--- config.mk ---
export PLATFORM = sky130hd
export DESIGN_NAME = dotc_top
export DESIGN_NICKNAME = d
export VERILOG_FILES = /design/src/pkg/dotc_pkg.sv /design/src/rtl/dotc_top.sv /design/src/rtl/dotc_pair_buffer.sv
export SDC_FILE = /design/constraint.sdc
export NUM_CORES = 1
export LEC_CHECK = 0
export BUFFER_PORTS_ARGS = -buffer_cell sky130_fd_sc_hd__buf_2
export CORE_UTILIZATION = 61
export DETAILED_ROUTE_END_ITERATION = 16
export PLACE_DENSITY = 0.83
export REMOVE_ABC_BUFFERS = 1
export SYNTH_ARGS = -nofsm -noshare
export SYNTH_HDL_FRONTEND = slang
export SYNTH_SLANG_ARGS = --single-unit
--- constraint.sdc ---
create_clock -name clk -period 3.7 [get_ports clk]
set_input_delay 0 -clock clk [delete_from_list [all_inputs] [get_ports clk]]
set_output_delay 0 -clock clk [all_outputs]
set_load 0.05 [all_outputs]
--- src/pkg/dotc_pkg.sv ---
// package for the dac offset trim and clocking block
// assumes a single 250 MHz clock domain; all pins except rst and pair_ready are asynchronous inputs
`default_nettype none
package dotc_pkg;
	localparam int          SERIAL_WORD_BITS = 10;
	localparam int          WORD_BITS        = 8;
	localparam int          TRIM_BITS        = 4;
	localparam logic [3:0]  BIT_COUNT_LAST   = 4'hA;
	// destination field of a serial word
	localparam int          DEST_HI          = 9;
	localparam int          DEST_LO          = 8;
	localparam logic [1:0]  DEST_OFFSET_A    = 2'h0;
	localparam logic [1:0]  DEST_SERIAL_1    = 2'h1;
	localparam logic [1:0]  DEST_SERIAL_0    = 2'h2;
	localparam logic [1:0]  DEST_OFFSET_B    = 2'h3;
	// offset trim word fields
	localparam int          TRIM_SRC_BIT     = 5;
	localparam int          TRIM_DIR_BIT     = 4;
	localparam int          TRIM_MAG_HI      = 3;
	localparam int          TRIM_MAG_LO      = 0;
	localparam logic [7:0]  WORD_MIDPOINT    = 8'h80;
	localparam logic [3:0]  TRIM_MAG_RESET   = 4'h0;
	localparam real         UPDATE_CLOCK_MHZ = 2.304;

	typedef struct packed {
		logic       user_src;
		logic       raise;
		logic [3:0] magnitude;
	} dotc_trim_t;

	typedef struct packed {
		logic signed [7:0] a;
		logic signed [7:0] b;
	} dotc_pair_t;
endpackage
`default_nettype wire

--- src/rtl/dotc_top.sv ---
// dac offset trim and clocking control: sample instant, parallel dac
// update, serial port word decode, offset trim registers, sleep controls
// assumes every pin input except rst and pair_ready is asynchronous to clk and is synchronised here
// Notes on behaviour
// - sample clock rising edge moves track-and-hold from track to hold.
// - dac update clock rising edge captures both channel words together.
// - each channel's 4-bit user trim is written only over the serial port.
// - trim bit 5 picks factory trim at 0, user trim at 1.
// - trim bit 4 under user trim: 0 lowers output, 1 raises it.
// - trim magnitude comes from word bits 3 to 0, loaded into offset register.
// - channel words are offset binary; midpoint 80h maps to zero output.
// - serial dac sleep low holds both serial channels in standby.
// - parallel dac sleep low turns off dacs and buffered references.
// - word bits 9..8 select offset A, serial 1, serial 0, offset B.
// - ten bits, msb first, sampled on serial clock rising edges.
`timescale 1ns/1ps
`default_nettype none
module dotc_top
	import dotc_pkg::*;
(
	input  wire logic             clk,
	input  wire logic             rst,
	input  wire logic             converter_sample_clock,
	input  wire logic             dac_update_clock,
	input  wire logic [7:0]       channel_a_word,
	input  wire logic [7:0]       channel_b_word,
	input  wire logic             serial_clock,
	input  wire logic             serial_word_in,
	input  wire logic             serial_dac_sleep_n,
	input  wire logic             parallel_dac_sleep_n,
	input  wire logic             pair_ready,
	output var  logic             track_hold_hold,
	output var  logic             pair_valid,
	output var  dotc_pair_t       pair_data,
	output var  dotc_trim_t       trim_a,
	output var  dotc_trim_t       trim_b,
	output var  logic             serial_load_valid,
	output var  logic             serial_load_sel,
	output var  logic [7:0]       serial_load_word,
	output var  logic             serial_channels_standby,
	output var  logic             parallel_dacs_standby,
	output var  logic             buffered_channel_references
);
	// ==========================================================
	// synchronisers
	logic [5:0] sync1_reg;
	logic [5:0] sync2_reg;
	logic [5:0] prev_reg;
	logic [7:0] a1_reg;
	logic [7:0] a2_reg;
	logic [7:0] b1_reg;
	logic [7:0] b2_reg;
	logic       adc_rise;
	logic       dac_rise;
	logic       sclk_rise;

	always_ff @(posedge clk) begin
		if (rst) begin
			sync1_reg <= '0;
			sync2_reg <= '0;
			prev_reg  <= '0;
		end else begin
			sync1_reg <= {parallel_dac_sleep_n, serial_dac_sleep_n,
				serial_word_in, serial_clock, dac_update_clock,
				converter_sample_clock};
			sync2_reg <= sync1_reg;
			prev_reg  <= sync2_reg;
		end
	end

	// words are stable around the update edge, so sampled alongside it
	always_ff @(posedge clk) begin
		a1_reg <= channel_a_word;
		a2_reg <= a1_reg;
		b1_reg <= channel_b_word;
		b2_reg <= b1_reg;
	end

	assign adc_rise  = sync2_reg[0] && !prev_reg[0];
	assign dac_rise  = sync2_reg[1] && !prev_reg[1];
	assign sclk_rise = sync2_reg[2] && !prev_reg[2];

	// ==========================================================
	// sample instant
	// hold from the rising edge until the clock falls again
	always_ff @(posedge clk) begin
		if (rst) begin
			track_hold_hold <= 1'b0;
		end else if (adc_rise) begin
			track_hold_hold <= 1'b1;
		end else if (!sync2_reg[0]) begin
			track_hold_hold <= 1'b0;
		end
	end

	// ==========================================================
	// parallel dac update
	dotc_pair_t cap_pair;
	logic       cap_ready;

	always_comb begin
		// offset binary to two's complement: flip the msb
		cap_pair.a = a2_reg ^ WORD_MIDPOINT;
		cap_pair.b = b2_reg ^ WORD_MIDPOINT;
	end

	// a full buffer drops the update edge; receiver stall must stay short
	dotc_pair_buffer i_dotc_pair_buffer (
		.clk       (clk),
		.rst       (rst),
		.in_valid  (dac_rise && sync2_reg[5] && cap_ready),
		.in_ready  (cap_ready),
		.in_data   (cap_pair),
		.out_valid (pair_valid),
		.out_ready (pair_ready),
		.out_data  (pair_data)
	);

	// ==========================================================
	// serial port
	logic [SERIAL_WORD_BITS-1:0] shift_reg;
	logic [SERIAL_WORD_BITS-1:0] shift_next;
	logic [3:0]                  count_reg;
	logic                        word_done;

	assign shift_next = {shift_reg[SERIAL_WORD_BITS-2:0], sync2_reg[3]};
	// word completes on the tenth edge; extra edges are the host's fault
	assign word_done  = sclk_rise && (count_reg == BIT_COUNT_LAST - 4'h1);

	always_ff @(posedge clk) begin
		if (rst) begin
			shift_reg <= '0;
			count_reg <= 4'h0;
		end else if (sclk_rise) begin
			shift_reg <= shift_next;
			count_reg <= word_done ? 4'h0 : count_reg + 4'h1;
		end
	end

	// ==========================================================
	// offset trim registers
	dotc_trim_t word_trim;

	always_comb begin
		// bits 7 and 6 never looked at
		word_trim.user_src  = shift_next[TRIM_SRC_BIT];
		word_trim.raise     = shift_next[TRIM_DIR_BIT];
		word_trim.magnitude = shift_next[TRIM_MAG_HI:TRIM_MAG_LO];
	end

	always_ff @(posedge clk) begin
		if (rst) begin
			trim_a <= '0;
			trim_b <= '0;
		end else if (word_done) begin
			if (shift_next[DEST_HI:DEST_LO] == DEST_OFFSET_A) begin
				trim_a <= word_trim;
			end else if (shift_next[DEST_HI:DEST_LO] == DEST_OFFSET_B) begin
				trim_b <= word_trim;
			end
		end
	end

	// serial dac word handed on; latching lies outside this block
	always_ff @(posedge clk) begin
		if (rst) begin
			serial_load_valid <= 1'b0;
			serial_load_sel   <= 1'b0;
			serial_load_word  <= '0;
		end else begin
			serial_load_valid <= word_done &&
				(shift_next[DEST_HI] != shift_next[DEST_LO]);
			if (word_done) begin
				serial_load_sel  <= (shift_next[DEST_HI:DEST_LO] == DEST_SERIAL_1);
				serial_load_word <= shift_next[WORD_BITS-1:0];
			end
		end
	end

	// ==========================================================
	// sleep controls
	always_ff @(posedge clk) begin
		if (rst) begin
			serial_channels_standby     <= 1'b1;
			parallel_dacs_standby       <= 1'b1;
			buffered_channel_references <= 1'b0;
		end else begin
			serial_channels_standby     <= !sync2_reg[4];
			parallel_dacs_standby       <= !sync2_reg[5];
			buffered_channel_references <= sync2_reg[5];
		end
	end
endmodule
`default_nettype wire

--- src/rtl/dotc_pair_buffer.sv ---
// two-entry valid/ready buffer for captured dac word pairs
// assumes same-clock producer and consumer
`timescale 1ns/1ps
`default_nettype none
module dotc_pair_buffer
	import dotc_pkg::*;
(
	input  wire logic       clk,
	input  wire logic       rst,
	input  wire logic       in_valid,
	output var  logic       in_ready,
	input  wire dotc_pair_t in_data,
	output var  logic       out_valid,
	input  wire logic       out_ready,
	output var  dotc_pair_t out_data
);
	dotc_pair_t mem_reg [2];
	logic       wr_ptr_reg;
	logic       rd_ptr_reg;
	logic [1:0] count_reg;
	logic       push;
	logic       pop;

	assign push = in_valid && in_ready;
	assign pop  = out_valid && out_ready;

	always_ff @(posedge clk) begin
		if (rst) begin
			wr_ptr_reg <= 1'b0;
			rd_ptr_reg <= 1'b0;
			count_reg  <= 2'h0;
			in_ready   <= 1'b1;
			out_valid  <= 1'b0;
		end else begin
			if (push) begin
				wr_ptr_reg <= ~wr_ptr_reg;
			end
			if (pop) begin
				rd_ptr_reg <= ~rd_ptr_reg;
			end
			if (push && !pop) begin
				count_reg <= count_reg + 2'h1;
				in_ready  <= (count_reg == 2'h0);
				out_valid <= 1'b1;
			end else if (pop && !push) begin
				count_reg <= count_reg - 2'h1;
				in_ready  <= 1'b1;
				out_valid <= (count_reg == 2'h2);
			end
		end
	end

	always_ff @(posedge clk) begin
		if (push) begin
			mem_reg[wr_ptr_reg] <= in_data;
		end
	end

	// output word read from the head entry through a register
	always_ff @(posedge clk) begin
		if (rst) begin
			out_data <= '0;
		end else if (pop && count_reg == 2'h2) begin
			out_data <= mem_reg[~rd_ptr_reg];
		end else if (push && (count_reg == 2'h0 ||
				(pop && count_reg == 2'h1))) begin
			out_data <= in_data;
		end
	end
endmodule
`default_nettype wire

==> impl_metrics.env <==
export IMPL_via_count=3504
export IMPL_first_iter_violations=270
export IMPL_endpoint_kind="register"
export IMPL_place_hpwl_um=5707
export IMPL_hold_violations=0
export IMPL_rsz0062_at_grt="false"
export IMPL_finalCritPeriodShare_pct=73.82
export IMPL_synth_edf_count=32
export IMPL_fin_skew_ns=0.007918
export IMPL_row_count=32
export IMPL_max_freq_ghz=0.3661
export IMPL_synth_cell_types=42
export IMPL_clk_latency_ns=0.52
export IMPL_critPathTopFamily="simple AND/OR/NAND/NOR gates"
export IMPL_post_cts_buffers=0
export IMPL_dp_slack_ns=1.025
export IMPL_synthArstFlopShare_pct=0
export IMPL_io_pins=68
export IMPL_n_antenna_cell=0
export IMPL_grt_pass1_vias=3385
export IMPL_slew_viol_final=0
export IMPL_grt_max_degree=72
export IMPL_hp_class="input port to register"
export IMPL_required_ns=4.07
export IMPL_ctsResizeCount=0
export IMPL_drive_gt1_share_pct=20.54
export IMPL_worstPathArrival_ns=3.10
export IMPL_synthCells=430
export IMPL_hold_buffers=22
export IMPL_clock_sinks=140
export IMPL_grt_overflow=0
export IMPL_p_leak_nw=2.463
export IMPL_syn_area_um2=5010
export IMPL_clockRootBuffer="clkbuf_8"
export IMPL_drt_vias_per_instance=5.624
export IMPL_clk_pin_slew_worst_paths_ns=0.07
export IMPL_peakVddDrop_mv=0.4567
export IMPL_fin_nets=543
export IMPL_ys_seq_elements=140
export IMPL_ys_seq_area_share_pct=62.34
export IMPL_routed_wl_um=9848
export IMPL_setup_ws_ns=0.9686
export IMPL_synthMostInstantiatedCell="dfxtp_1"
export IMPL_initial_core_util_pct=63.84
export IMPL_fill_cells=476
export IMPL_synth_top_area_share_pct=43.16
export IMPL_status="finished, final reports clean"
export IMPL_worst_pin_slew_ns=1.038
export IMPL_drc=0
export IMPL_path_cells="ha_1 -> nand4b_1 -> o31ai_1 -> a21oi_1"
export IMPL_port_buffers=67
export IMPL_wl_per_cell_um=15.81
export IMPL_path_class="register to register"
export IMPL_max_slew_margin_pct=30.73
export IMPL_antenna_found_initial=0
export IMPL_cts_tree="done"
export IMPL_die_x_um=92.63
export IMPL_die_area_um2=8579
export IMPL_syn_to_final_growth_pct=21.35
export IMPL_drv_cap=0
export IMPL_drtPass1Iterations=4
export IMPL_grt_usage_pct=24.76
export IMPL_synthFlopType="dfxtp_1"
export IMPL_yosys_area_top_type="dfxtp_1"
export IMPL_met1_usage_pct=28.71
export IMPL_grt_use_met2_pct=41.11
export IMPL_ys_warn_count=0
export IMPL_cp_slowest_stage_delay_ns=0.87
export IMPL_globalplace_congestion=0.7995
export IMPL_cellPowerDensity_nw_per_um2=546.5
export IMPL_period_minus_slack_ns=2.731
export IMPL_fin_tns_setup_ns=0
export IMPL_placeableCoreArea_um2=7848
export IMPL_synth_area_top_cells="dfxtp_1 (43%), edfxtp_1 (19%), mux2i_1 (5.8%)"
export IMPL_grtUsageMet3_pct=8.374
export IMPL_cpMaxStageDelayCell="nand4b_1"
export IMPL_htreeDepth=4
export IMPL_largest_reg_flops=32
export IMPL_clk_path_buf_depth=2
export IMPL_cts_made_buffers=17
export IMPL_grt_first_pass_wirelength_um=15880
export IMPL_worstPathMaxFanout=23
export IMPL_synth_common_cells="dfxtp_1 (108), nand2_1 (36), a21oi_1 (32), edfxtp_1 (32), mux2i_1 (29)"
export IMPL_start_kind="register"
export IMPL_avgSynthCellArea_um2=11.65
export IMPL_setup_viol=0
export IMPL_die_h_um=92.63
export IMPL_ant_nets=0
export IMPL_critPathBufInv=0
export IMPL_grt_busiest_layer="met2"
[per-layer routing]
metal  share of wire [%]  vias up
met5                   0        -
met4                 1.9        0
met3                 6.0       21
met2                  51      135
met1                  41     1648
li1                    -     1700
[logic make-up after synthesis]
group	count (synthesis)	share of synthesized area [%]
AO/OA/AOI/OAI	95	12.54
XOR/XNOR	5	0.8743
adder cells (fa/ha/maj)	10	2.498
buffers and inverters	47	5.045
flip-flops	140	62.34
multiplexers	29	5.794
AND/OR/NAND/NOR	104	10.91
[worst reg2reg max path, stage by stage, from the launching register on]
cell and delay [ns]:
dfxtp_1 0.40, ha_1 0.63, nand4b_1 0.87, o31ai_1 0.57, a21oi_1 0.12
[per-stage QoR]
| stage | hold slack [ns] | instance area, um2 | util, % | total power [W] | cells |
|---|---|---|---|---|---|
| finish | 0.08878 | 6080 | 77.47 | 0.003322 | 623 |
| global route | 0.08511 | 6080 | 77.47 | 0.003436 | 623 |
| CTS | 0.08233 | 6080 | 77.47 | 0.003344 | 623 |
| detailed placement | 0.1036 | 5295 | 67.47 | 0.001735 | 569 |
| global placement | 0.1024 | 5295 | 67.47 | 0.001730 | 569 |
| floorplan | 0.02772 | 4810 | - | 0.001688 | 397 |
[path summary, 6_finish.rpt]
check                           slack, ns  cells after the start          from                 endpoint
worst min-delay path                 0.09                      3           rst  serial_channels_standby
worst max-delay path                 0.97                      4  count_reg[0]                trim_a[4]
worst min register to register       0.33                      0     b1_reg[2]                b2_reg[2]
worst max register to register       0.97                      4  count_reg[0]                trim_a[4]
[layout by cell type (no fill, tap or decap), types with 13 or more instances in the layout]
master / count
inv_1: 13
clkbuf_16: 16
mux2i_1: 29
dfxtp_1: 108
nand2_1: 36
buf_2: 67
a21oi_1: 32
dlygate4sd3_1: 22
nor2b_1: 22
a31oi_1: 14
edfxtp_1: 32
a211o_1: 14
[cell type report]
| class | instances | area [um2] | share of cell area, % |
|---|---|---|---|
| multi-input combinational | 243 | 1634 | 26.88 |
| tap | 102 | 127.6 | 2.099 |
| sequential | 140 | 3123 | 51.37 |
| timing repair buffer | 92 | 578.1 | 9.508 |
| clock buffer | 17 | 414.1 | 6.812 |
| inverter | 14 | 52.55 | 0.8644 |
| clock inverter | 15 | 150.1 | 2.470 |
[where the power goes]
group          switching, W  internal (W)
sequential        0.0000187       0.00159
clock              0.000684      0.000917
combinational     0.0000610     0.0000489
total              0.000764       0.00256
Note: power is estimated with default switching activity, not from simulation.
